## config.mk

```make
export PLATFORM = sky130hd
export DESIGN_NAME = dsp_gain_io_ctrl
export DESIGN_NICKNAME = d
export VERILOG_FILES = /design/src/inc/dsp_ctrl_pkg.sv /design/src/rtl/byte_order_fix.sv /design/src/rtl/dsp_gain_io_ctrl.sv
export VERILOG_INCLUDE_DIRS = /design/src /design/src/inc
export SDC_FILE = /design/constraint.sdc
export NUM_CORES = 1
export LEC_CHECK = 0
export BUFFER_PORTS_ARGS = -buffer_cell sky130_fd_sc_hd__buf_4
export CAP_MARGIN = 0
export CORE_MARGIN = 3
export CORE_UTILIZATION = 42
export CTS_CLUSTER_DIAMETER = 120
export DETAILED_ROUTE_END_ITERATION = 8
export PLACE_DENSITY = 0.76
export REMOVE_ABC_BUFFERS = 1
export SETUP_SLACK_MARGIN = 0.02
export SYNTH_ARGS = -nofsm -noshare
export SYNTH_HDL_FRONTEND = slang
export SYNTH_SLANG_ARGS = --single-unit
```

## constraint.sdc

```tcl
create_clock -name clk -period 1.8 [get_ports clk]
set_input_delay 0 -clock clk [delete_from_list [all_inputs] [get_ports clk]]
set_output_delay 0 -clock clk [all_outputs]
set_load 0.02 [all_outputs]
```

## src/inc/dsp_ctrl_map.svh

```systemverilog
// Purpose: offsets, field positions, reset values and command prefixes
//          of the signal processor gain and io control bank
// Assumes: 4-bit word index on the plain register port, 8-bit data
// Notes: definitions only
`ifndef DSP_CTRL_MAP_SVH
`define DSP_CTRL_MAP_SVH

// ----------------------------------------------------------------
// register offsets (word index)
// ----------------------------------------------------------------
`define OFF_COMMAND 4'h0
`define OFF_GAIN_VIEW 4'h1
`define OFF_IO_VIEW 4'h2
`define OFF_CONFIG 4'h3
`define OFF_STATUS 4'h4

// ----------------------------------------------------------------
// command byte decode
// ----------------------------------------------------------------
`define GAIN_PREFIX 3'h2
`define IO_PREFIX 4'h6

// ----------------------------------------------------------------
// field positions
// ----------------------------------------------------------------
`define GAIN_RX_MSB 4
`define GAIN_RX_LSB 3
`define GAIN_TX_MSB 2
`define GAIN_TX_LSB 0
`define IO_FILTER_BIT 3
`define IO_TONE_BIT 2
`define IO_OUT_BIT 1
`define IO_IN_BIT 0
`define CFG_LSB_FIRST_BIT 0
`define CFG_FORCE_LOW_BIT 1
`define STS_BAD_CMD_BIT 0
`define STS_INHIBIT_BIT 1
`define STS_TONE_LIVE_BIT 2

// ----------------------------------------------------------------
// reset values
// ----------------------------------------------------------------
`define GAIN_CMD_RESET 8'h40
`define IO_CMD_RESET 8'h60
`define CONFIG_RESET 8'h02

`endif

```

## src/inc/dsp_ctrl_pkg.sv

```systemverilog
// Purpose: types shared by the gain and io control bank
// Assumes: nothing
// Notes: field order follows the command byte low bits
package dsp_ctrl_pkg;

  // ----------------------------------------------------------------
  // digital gain fields
  // ----------------------------------------------------------------
  typedef struct packed {
    logic [1:0] rx_step;
    logic [2:0] tx_step;
  } gain_s;

  // ----------------------------------------------------------------
  // io control fields
  // ----------------------------------------------------------------
  typedef struct packed {
    logic send_filter_run;
    logic tone_path_connect;
    logic serial_out_drive;
    logic serial_in_accept;
  } io_ctrl_s;

  // ----------------------------------------------------------------
  // derived path enables
  // ----------------------------------------------------------------
  typedef struct packed {
    logic send_proc_run;
    logic receive_in_run;
    logic tone_to_send;
    logic tone_to_receive;
  } path_en_s;

  // ----------------------------------------------------------------
  // command kind after decode
  // ----------------------------------------------------------------
  typedef enum logic [1:0] {
    CMD_NONE,
    CMD_GAIN,
    CMD_IO
  } cmd_kind_e;

endpackage : dsp_ctrl_pkg

```

## src/rtl/byte_order_fix.sv

```systemverilog
// Purpose: put a command byte into msb-first order
// Assumes: lsb_first is steady around the write
// Notes: pure combinational
`timescale 1ns/100ps

module byte_order_fix
(
  input wire logic [7:0] raw_byte,
  input wire logic lsb_first,
  output logic [7:0] msb_byte
);

  // ----------------------------------------------------------------
  // reversal
  // ----------------------------------------------------------------
  logic [7:0] flipped;

  // mirror the bits when the host sent lsb first
  always_comb
  begin
    for (int i = 0; i < 8; i++)
    begin
      flipped[i] = raw_byte[7 - i];
    end
    msb_byte = lsb_first ? flipped : raw_byte;
  end

endmodule : byte_order_fix

```

## src/rtl/dsp_gain_io_ctrl.sv

```systemverilog
// Purpose: digital gain and io control bank of the voice signal processor
// Assumes: single 100 MHz clock, synchronous active-high reset,
//          command bytes arrive through a plain register port
// Notes: command registers are write only; views give them back
//
// Functional notes
// - five-bit gain register selected by command prefix 010
// - send and receive gains change independently of each other
// - D4..D3 receive 0 to -2.4 dB; D2..D0 send 0 to -2.8 dB
// - command bytes may be sent msb first or lsb first, both agree
// - four-bit io control register selected by prefix 0110
// - send filter bit low stops send band-pass, high runs it
// - tone connect bit joins tone to send and receive paths
// - tone reaches send serial data only with filter 0, tone 1
// - serial out bit low holds output low, high shifts send data
// - serial in bit low reads input as low, high accepts data
// - serial force-low test bit holds output low over everything
// - serial out low stops send processing; tone-only stops receive; receive_in_run here follows the serial in bit alone
//
// Added by the designer: the register offsets and the strobed register port.
`timescale 1ns/100ps
`include "dsp_ctrl_map.svh"

module dsp_gain_io_ctrl
(
  input wire logic clk,
  input wire logic sys_rst,
  input wire logic [3:0] reg_addr,
  input wire logic [7:0] reg_wdata,
  input wire logic reg_wr,
  input wire logic reg_rd,
  output logic [7:0] reg_rdata,
  input wire logic tone_active,
  input wire logic send_bit,
  input wire logic tone_bit,
  input wire logic si_pin,
  output logic so_pin,
  output logic rx_bit,
  output dsp_ctrl_pkg::gain_s dsp_gain,
  output logic [3:0] rx_atten,
  output logic [3:0] tx_atten,
  output dsp_ctrl_pkg::io_ctrl_s io_ctrl,
  output dsp_ctrl_pkg::path_en_s path_en
);

  // ----------------------------------------------------------------
  // state
  // ----------------------------------------------------------------
  dsp_ctrl_pkg::gain_s gain_reg;
  dsp_ctrl_pkg::gain_s gain_next;
  dsp_ctrl_pkg::io_ctrl_s io_reg;
  dsp_ctrl_pkg::io_ctrl_s io_next;
  logic lsb_first_reg;
  logic lsb_first_next;
  logic force_low_reg;
  logic force_low_next;
  logic bad_cmd_reg;
  logic bad_cmd_next;
  logic inhibit_reg;
  logic inhibit_next;
  logic tone_live_reg;
  logic tone_live_next;
  logic [7:0] rdata_reg;
  logic [7:0] rdata_next;
  logic so_reg;
  logic so_next;
  logic rx_reg;
  logic rx_next;
  dsp_ctrl_pkg::path_en_s path_reg;
  dsp_ctrl_pkg::path_en_s path_next;
  logic [3:0] rx_att_reg;
  logic [3:0] rx_att_next;
  logic [3:0] tx_att_reg;
  logic [3:0] tx_att_next;

  // ----------------------------------------------------------------
  // command decode
  // ----------------------------------------------------------------
  logic [7:0] cmd_byte;
  logic cmd_wr;
  logic sts_wr;
  dsp_ctrl_pkg::cmd_kind_e cmd_kind;
  dsp_ctrl_pkg::io_ctrl_s cmd_io;
  logic cmd_inhibited;
  logic tone_switch_live;

  // bring the byte into msb-first order
  // bit order agreement
  byte_order_fix order_fix
  (
    .raw_byte(reg_wdata),
    .lsb_first(lsb_first_reg),
    .msb_byte(cmd_byte)
  );

  assign cmd_wr = reg_wr && (reg_addr == `OFF_COMMAND);
  assign sts_wr = reg_wr && (reg_addr == `OFF_STATUS);

  // classify the byte by its fixed upper bits
  // prefix decode
  always_comb
  begin
    cmd_kind = dsp_ctrl_pkg::CMD_NONE;
    if (cmd_wr)
    begin
      if (cmd_byte[7:5] == `GAIN_PREFIX)
      begin
        cmd_kind = dsp_ctrl_pkg::CMD_GAIN;
      end
      else if (cmd_byte[7:4] == `IO_PREFIX)
      begin
        cmd_kind = dsp_ctrl_pkg::CMD_IO;
      end
    end
  end

  // low nibble seen as io fields, plus hazard checks on it
  always_comb
  begin
    cmd_io.send_filter_run = cmd_byte[`IO_FILTER_BIT];
    cmd_io.tone_path_connect = cmd_byte[`IO_TONE_BIT];
    cmd_io.serial_out_drive = cmd_byte[`IO_OUT_BIT];
    cmd_io.serial_in_accept = cmd_byte[`IO_IN_BIT];
    cmd_inhibited = (!cmd_io.send_filter_run && cmd_io.serial_out_drive
                     && !cmd_io.tone_path_connect)
                    || (cmd_io.send_filter_run && !cmd_io.serial_out_drive);
    tone_switch_live = tone_active
                       && (cmd_io.tone_path_connect != io_reg.tone_path_connect);
  end

  // ----------------------------------------------------------------
  // control registers
  // ----------------------------------------------------------------

  // next values of gain, io and configuration
  always_comb
  begin
    gain_next = gain_reg;
    io_next = io_reg;
    lsb_first_next = lsb_first_reg;
    force_low_next = force_low_reg;
    case (cmd_kind)
      dsp_ctrl_pkg::CMD_GAIN:
      begin
        // both fields from one byte, no cross effect
        gain_next.rx_step = cmd_byte[`GAIN_RX_MSB:`GAIN_RX_LSB];
        gain_next.tx_step = cmd_byte[`GAIN_TX_MSB:`GAIN_TX_LSB];
      end
      dsp_ctrl_pkg::CMD_IO:
      begin
        io_next = cmd_io;
      end
      dsp_ctrl_pkg::CMD_NONE:
      begin
        gain_next = gain_reg;
      end
      default:
      begin
        gain_next = gain_reg;
      end
    endcase
    if (reg_wr && (reg_addr == `OFF_CONFIG))
    begin
      lsb_first_next = reg_wdata[`CFG_LSB_FIRST_BIT];
      force_low_next = reg_wdata[`CFG_FORCE_LOW_BIT];
    end
  end

  // register control state
  always_ff @(posedge clk)
  begin
    if (sys_rst)
    begin
      gain_reg <= dsp_ctrl_pkg::gain_s'(5'(`GAIN_CMD_RESET));
      io_reg <= dsp_ctrl_pkg::io_ctrl_s'(4'(`IO_CMD_RESET));
      lsb_first_reg <= 1'b0;
      force_low_reg <= 1'b1;
    end
    else
    begin
      gain_reg <= gain_next;
      io_reg <= io_next;
      lsb_first_reg <= lsb_first_next;
      force_low_reg <= force_low_next;
    end
  end

  // ----------------------------------------------------------------
  // sticky status
  // ----------------------------------------------------------------

  // write one clears; a new event in the same cycle wins
  always_comb
  begin
    bad_cmd_next = bad_cmd_reg;
    inhibit_next = inhibit_reg;
    tone_live_next = tone_live_reg;
    if (sts_wr)
    begin
      bad_cmd_next = bad_cmd_reg && !reg_wdata[`STS_BAD_CMD_BIT];
      inhibit_next = inhibit_reg && !reg_wdata[`STS_INHIBIT_BIT];
      tone_live_next = tone_live_reg && !reg_wdata[`STS_TONE_LIVE_BIT];
    end
    if (cmd_wr && (cmd_kind == dsp_ctrl_pkg::CMD_NONE))
    begin
      bad_cmd_next = 1'b1;
    end
    if (cmd_kind == dsp_ctrl_pkg::CMD_IO)
    begin
      if (cmd_inhibited)
      begin
        inhibit_next = 1'b1;
      end
      if (tone_switch_live)
      begin
        tone_live_next = 1'b1;
      end
    end
  end

  // register status flags
  always_ff @(posedge clk)
  begin
    if (sys_rst)
    begin
      bad_cmd_reg <= 1'b0;
      inhibit_reg <= 1'b0;
      tone_live_reg <= 1'b0;
    end
    else
    begin
      bad_cmd_reg <= bad_cmd_next;
      inhibit_reg <= inhibit_next;
      tone_live_reg <= tone_live_next;
    end
  end

  // ----------------------------------------------------------------
  // read port
  // ----------------------------------------------------------------

  // read mux; data stand only in the cycle after the strobe
  always_comb
  begin
    rdata_next = 8'h00;
    if (reg_rd)
    begin
      case (reg_addr)
        `OFF_GAIN_VIEW:
        begin
          rdata_next = {`GAIN_PREFIX, gain_reg};
        end
        `OFF_IO_VIEW:
        begin
          rdata_next = {`IO_PREFIX, io_reg};
        end
        `OFF_CONFIG:
        begin
          rdata_next = {6'h00, force_low_reg, lsb_first_reg};
        end
        `OFF_STATUS:
        begin
          rdata_next = {5'h00, tone_live_reg, inhibit_reg, bad_cmd_reg};
        end
        default:
        begin
          rdata_next = 8'h00;
        end
      endcase
    end
  end

  // register read data
  always_ff @(posedge clk)
  begin
    if (sys_rst)
    begin
      rdata_reg <= 8'h00;
    end
    else
    begin
      rdata_reg <= rdata_next;
    end
  end

  // ----------------------------------------------------------------
  // datapath steering
  // ----------------------------------------------------------------

  // serial pins, path enables and attenuation in 0.4 dB units
  always_comb
  begin
    // receive steps are 0.8 dB, send steps 0.4 dB
    rx_att_next = {1'b0, gain_reg.rx_step, 1'b0};
    tx_att_next = {1'b0, gain_reg.tx_step};
    // band-pass runs with the filter bit
    // send processing needs serial out enabled
    path_next.send_proc_run = io_reg.serial_out_drive;
    path_next.receive_in_run = io_reg.serial_in_accept;
    // tone into send only with filter off
    path_next.tone_to_send = !io_reg.send_filter_run && io_reg.tone_path_connect;
    // tone joins the receive side too
    path_next.tone_to_receive = io_reg.tone_path_connect;
    if (force_low_reg || !io_reg.serial_out_drive)
    begin
      so_next = 1'b0;
    end
    else if (io_reg.send_filter_run)
    begin
      so_next = send_bit;
    end
    else if (path_next.tone_to_send)
    begin
      so_next = tone_bit;
    end
    else
    begin
      so_next = 1'b0;
    end
    // serial input seen low unless accepted
    rx_next = (io_reg.serial_in_accept && !force_low_reg) ? si_pin : 1'b0;
  end

  // register datapath outputs
  always_ff @(posedge clk)
  begin
    if (sys_rst)
    begin
      so_reg <= 1'b0;
      rx_reg <= 1'b0;
      path_reg <= '0;
      rx_att_reg <= 4'h0;
      tx_att_reg <= 4'h0;
    end
    else
    begin
      so_reg <= so_next;
      rx_reg <= rx_next;
      path_reg <= path_next;
      rx_att_reg <= rx_att_next;
      tx_att_reg <= tx_att_next;
    end
  end

  // ----------------------------------------------------------------
  // outputs
  // ----------------------------------------------------------------
  assign reg_rdata = rdata_reg;
  assign so_pin = so_reg;
  assign rx_bit = rx_reg;
  assign dsp_gain = gain_reg;
  assign io_ctrl = io_reg;
  assign path_en = path_reg;
  assign rx_atten = rx_att_reg;
  assign tx_atten = tx_att_reg;

endmodule : dsp_gain_io_ctrl
```

==> flow_summary_export.csv, run 1 <==
group,metric,value,unit
run_status,outcome,"completed",
critical_path,critPathKind,"flip-flop to flip-flop",
synthesis,yosysSeqAreaShare,0.435,
placement,dp_hpwl,2690,um
clocking,ctsHtreeMaxLevel,2,
critical_path,cp.required,2.07,ns
timing,final-setup-viol-count,0,
critical_path,crit_arrival,1.91,ns
floorplanning,core,3200,um2
timing,fin_crit,1.65,ns
clocking,cts.clk_slew.worst_paths,0.09,ns
route,drc_errors,0,
route,wl,3540,um
grt,grt_overflow,0,
clocking,cts.sinks,32,
route,routedWlPerCell,13.9,um
clocking,cts_setup_buffers,0,
synthesis,synth_top_cells_by_area,"dfxtp_1 44%, mux2_4 8.2%, nor2b_1 5.5%",
run,cap_violations,0,
critical_path,worstSetupStartpointType,"flip-flop",
placement,port_buffers,46,
grt,grtUsageTotal,0.174,
finish,n_antenna_cell,0,
grt,grt_max_degree,22,
critical_path,cp-end-kind,"flip-flop",
timing,fin_skew,0.00534,ns
floorplanning,dieArea,4250,um2
grt,first_global_vias,1271,
synthesis,yosys_warnings,0,
finish,largest_register_ffs,7,
power,p_per_area,722,nW/um2
critical_path,slowest_delay,0.55,ns
synthesis,syn_avg_cell_area,9.56,um2
synthesis,synth.distinct_cells,34,
timing,max_freq,0.608,GHz
critical_path,crit_chain,"buf_4, nand3b_1, o211ai_1, nand4_1, a21oi_1, dlygate4sd3_1",
timing,hold_viol_final,0,
timing,tns,0,ns
floorplanning,io_pins,51,
finish,synthToLayoutAreaGrowth,37.2,%
clocking,cts_buffers,5,
critical_path,slowest_stage,"dlygate4sd3_1",
synthesis,ys_seq_elements,32,
clocking,cts_buffer_depth,2,
timing,fin_crit_sh,0.914,
floorplanning,rows,20,
synthesis,synth_area,1470,um2
route,ant_nets,0,
floorplanning,die_h,65.2,um
clocking,cts-root-buf,"clkbuf_4",
critical_path,worst-path-buf-inv,2,
min_path,hold_class,"input port to flip-flop",
grt,grt_pass1_wl,5840,um
synthesis,synth_top_area_frac,0.435,
power,ir_worst_vdd,0.440,mV
clocking,clk_latency,0.32,ns
route,viasPerCell,5.14,
critical_path,crit_fanout,14,
finish,final_layout_size_suffix_gt1_frac,0.327,
timing,rsz0062_at_grt,"false",
synthesis,synthCells,154,
route,drt_first_pass_iters,4,
route,vias,1310,
finish,post-route-util,0.631,
clocking,cts_tree,"yes",
floorplanning,chipWidth,65.2,um
grt,antenna_found_initial,0,
power,power.leakage,0.000858,uW
finish,nets,230,
floorplanning,start_util,0.460,
critical_path,cp_top_family,"buffers and inverters",
route,drt_iter0_drc,43,
timing,drv_slew,0,
finish,fillers,286,
synthesis,yosysTopAreaCell,"dfxtp_1",
placement,place_congestion,0.893,
-- placed cells by master (no fill, tap or decap), types with 3 or more instances in the layout --
cell type,instances
dlygate4sd3_1,13
inv_1,3
a22o_1,3
nand2_1,10
a211oi_1,3
conb_1,4
nor2b_1,12
mux2i_1,8
buf_4,48
mux2_4,8
dfxtp_1,32
nand4_1,5
clkbuf_4,5
a21oi_1,9
nor2_1,17
-- area by class of cell --
type / instances / area [um2] / area share
clock buffers: 7 / 65.1 / 0.0322
clock inverters: 1 / 30.0 / 0.0149
inverters: 3 / 11.3 / 0.00557
multi-input cells: 107 / 728 / 0.360
flip-flops and latches: 32 / 641 / 0.317
well taps: 44 / 55.1 / 0.0272
repair buffers: 61 / 490 / 0.243
-- synthesized netlist by cell type, drive strengths merged --
| cell type | number |
|---|---|
| mux2 | 8 |
| and3b | 1 |
| conb | 1 |
| nor4b | 1 |
| or3b | 1 |
| o211ai | 1 |
| dfxtp | 32 |
| nor2 | 18 |
| buf | 11 |
| and2 | 2 |
| a22o | 3 |
| xnor2 | 2 |
| a32o | 2 |
| a22oi | 1 |
| nor3 | 2 |
| nor3b | 2 |
| mux2i | 8 |
| or3 | 1 |
| clkbuf | 4 |
| nand3 | 2 |
| xor2 | 1 |
| nand2 | 10 |
| a211oi | 3 |
| inv | 3 |
| nor4 | 2 |
| o21ai | 2 |
| nor2b | 13 |
| a21oi | 9 |
| nand3b | 2 |
| o2111a | 1 |
| nand4 | 5 |
-- cells by family after synthesis --
logic type | count (synthesis) | synth area share
and+or+nand+nor | 62 | 0.226
muxes | 16 | 0.136
buffers and inverters | 18 | 0.0799
AOI/OAI and AO/OA | 22 | 0.103
other | 1 | 0.00255
xor gates and xnor gates | 3 | 0.0178
DFF | 32 | 0.435
-- where the power goes --
group | internal, uW | switching [uW] | total (uW)
Sequential | 710 | 1.80 | 712
Combinational | 70.3 | 79.0 | 149
Clock | 369 | 229 | 598
-- per-layer routing --
metal	GRT usage	share of wire	routed length, um
met1	0.222	0.42	1500
met3	0.0513	0.099	351
met2	0.298	0.48	1690
met5	0	0	0
met4	0.0233	0	0
-- worst reg2reg max path: cells and delay by family, from the launching register on --
kind | cells | cell delay [ns]
buffers and inverters | 2 | 0.74
DFF | 1 | 0.33
and+or+nand+nor | 2 | 0.29
AOI/OAI and AO/OA | 2 | 0.22
-- worst paths after layout --
| check | from | endpoint | slack [ns] | cells after the start |
|---|---|---|---|---|
| max | lsb_first_reg | bad_cmd_reg | 0.15 | 6 |
| min | reg_rd | reg_rdata[5] | 0.01 | 3 |
| max reg2reg | lsb_first_reg | bad_cmd_reg | 0.15 | 6 |
| min reg2reg | tone_live_reg | tone_live_reg | 0.46 | 2 |
-- metrics by stage --
stage	instance area (um2)	hold slack (ns)	instances	setup WS (ns)	power [uW]
5_1_grt	2020	0.0290	255	0.0583	1510
4_1_cts	2020	0.00569	255	0.0916	1470
2_1_floorplan	1380	0.0691	142	0.120	783
3_5_place_dp	1790	0.214	234	0.329	856
6_report	2020	0.0110	255	0.154	1460
3_3_place_gp	1790	0.205	234	0.380	852
-- timing repair --
item                                    in CTS  in global routing
gates resized for setup                      0                  1
hold endpoints to repair                    10                  0
endpoints found under the setup margin       0                  1
hold buffers                                13                  0
(Power assumes the default switching activity.)
==> run 2: changes to the inputs <==
--- a/config.mk
+++ b/config.mk
@@ -12,9 +12,9 @@
 export CORE_UTILIZATION = 42
 export CTS_CLUSTER_DIAMETER = 120
 export DETAILED_ROUTE_END_ITERATION = 8
-export PLACE_DENSITY = 0.76
+export PLACE_DENSITY_LB_ADDON = 0.2
 export REMOVE_ABC_BUFFERS = 1
-export SETUP_SLACK_MARGIN = 0.02
+export SETUP_SLACK_MARGIN = 0.2
 export SYNTH_ARGS = -nofsm -noshare
 export SYNTH_HDL_FRONTEND = slang
 export SYNTH_SLANG_ARGS = --single-unit
==> constraint.sdc (replaced) <==
create_clock -name clk -period 1.8 [get_ports clk]
set_input_delay 0 -clock clk [delete_from_list [all_inputs] [get_ports clk]]
set_output_delay 0 -clock clk [all_outputs]
set_load 0.005 [all_outputs]
==> run 2 against run 1 <==
Via count down 0.38%; core utilization up 0.70 points; global-route usage up 0.51 points; setup slack better by 0.14 ns; clock-buffer cell count unchanged; flip-flop and latch count unchanged.
==> flow_summary_export.csv, run 2 (same netlist as run 1, synthesis figures left out) <==
group,metric,value,unit
critical_path,crit_chain,"buf_4, nor2_1, a32o_1, and2_4, mux2_4",
critical_path,cp_top_family,"flip-flops",
timing,hold_viol_final,0,
timing,rsz0062_at_grt,"false",
route,top_layer,"met4",
clocking,cts.sinks,32,
grt,grt_max_degree,22,
power,p_total,1470,uW
timing,drv_slew,0,
floorplanning,die_h,65.2,um
finish,nets,231,
route,viasPerCell,5.10,
critical_path,worst-path-buf-inv,1,
critical_path,crit_fanout,14,
route,wl_met1,1560,um
grt,antenna_found_initial,0,
critical_path,critPathKind,"flip-flop to flip-flop",
clocking,cts_setup_buffers,0,
route,vias,1305,
finish,largest_register_ffs,7,
timing,fin_crit,1.51,ns
finish,synthToLayoutAreaGrowth,38.7,%
critical_path,worstSetupStartpointType,"flip-flop",
timing,tns,0,ns
finish,post-route-util,0.638,
clocking,cts.clk_slew.worst_paths,0.10,ns
finish,final_common_cell,"buf_4",
finish,final_layout_size_suffix_gt1_frac,0.340,
floorplanning,dieArea,4250,um2
clocking,cts-root-buf,"clkbuf_4",
floorplanning,start_util,0.460,
floorplanning,chipWidth,65.2,um
floorplanning,io_pins,51,
clocking,cts_tree,"yes",
floorplanning,core,3200,um2
grt,grt_overflow,0,
floorplanning,rows,20,
min_path,hold_class,"input port to flip-flop",
power,ir_worst_vdd,0.424,mV
finish,n_antenna_cell,0,
route,drc_errors,0,
clocking,cts_buffer_depth,2,
power,p_per_area,718,nW/um2
timing,max_freq,0.662,GHz
timing,final-setup-viol-count,0,
placement,dp_hpwl,2610,um
power,power.leakage,0.000858,uW
placement,place_congestion,0.895,
clocking,cts_buffers,5,
timing,fin_crit_sh,0.839,
grt,first_global_vias,1228,
finish,layout_common_cells,"48 x buf_4, 32 x dfxtp_1, 17 x nor2_1, 14 x dlygate4sd3_1, 13 x nor2b_1",
route,routedWlPerCell,13.9,um
route,wl,3550,um
run_status,outcome,"completed",
placement,place_ws,0.340,ns
grt,grtUsageTotal,0.179,
timing,whs,0.0514,ns
critical_path,cp.required,2.02,ns
grt,grt_pass1_wl,5820,um
critical_path,slowest_delay,0.37,ns
route,dr_wl_met2,1650,um
critical_path,crit_arrival,1.73,ns
clocking,ctsHtreeMaxLevel,2,
clocking,clk_latency,0.33,ns
run,cap_violations,0,
route,wl_met3,300,um
critical_path,cp-end-kind,"flip-flop",
timing,fin_ws,0.290,ns
critical_path,slowest_stage,"dfxtp_1",
timing,fin_skew,0.00768,ns
route,drt_iter0_drc,56,
placement,port_buffers,46,
route,drt_first_pass_iters,4,
route,ant_nets,0,
[run 2: final cells by class]
type	instances	area [um2]
inverter	3	11.3
multi-input combinational	107	741
timing repair buffer	62	500
clock inverter	1	30.0
tap	44	55.1
fill	291	1160
clock buffer	7	65.1
sequential	32	641
[run 2: what timing repair did]
| action | in CTS | in global routing |
|---|---|---|
| hold buffers | 14 | 0 |
| endpoints found under the setup margin | 0 | 2 |
| resized for setup | 0 | 4 |
| endpoints found under the hold margin | 11 | 0 |
[run 2: power by group]
part	total, uW	internal [uW]	switching (uW)	leakage (uW)
clock	609	369	240	0.0000515
sequential	712	710	1.73	0.000258
combinational	147	72.7	74.1	0.000549
[run 2: path summary, 6_finish.rpt]
kind / start / endpoint / slack [ns] / cells after the start
hold reg to reg: bad_cmd_reg / bad_cmd_reg / 0.48 / 2
setup reg to reg: lsb_first_reg / io_ctrl[1] / 0.29 / 5
hold / removal: reg_wdata[2] / tone_live_reg / 0.05 / 4
setup / recovery: lsb_first_reg / io_ctrl[1] / 0.29 / 5
[run 2: per-stage QoR]
step,instances,instance area [um2]
5_1_grt,256,2040
6_report,256,2040
4_1_cts,256,2030
2_1_floorplan,142,1380
3_5_place_dp,234,1790
3_3_place_gp,234,1790
[run 2: worst register-to-register path, cell delays in order (launching register included)]
cell,delay (ns)
dfxtp_1,0.37
buf_4,0.23
nor2_1,0.07
a32o_1,0.24
and2_4,0.19
mux2_4,0.29
[run 2: routing by layer]
| metal | vias up | global-route usage |
|---|---|---|
| li1 | 641 | - |
| met1 | 596 | 0.219 |
| met2 | 62 | 0.296 |
| met3 | 6 | 0.0581 |
| met4 | 0 | 0.0622 |
| met5 | - | 0 |
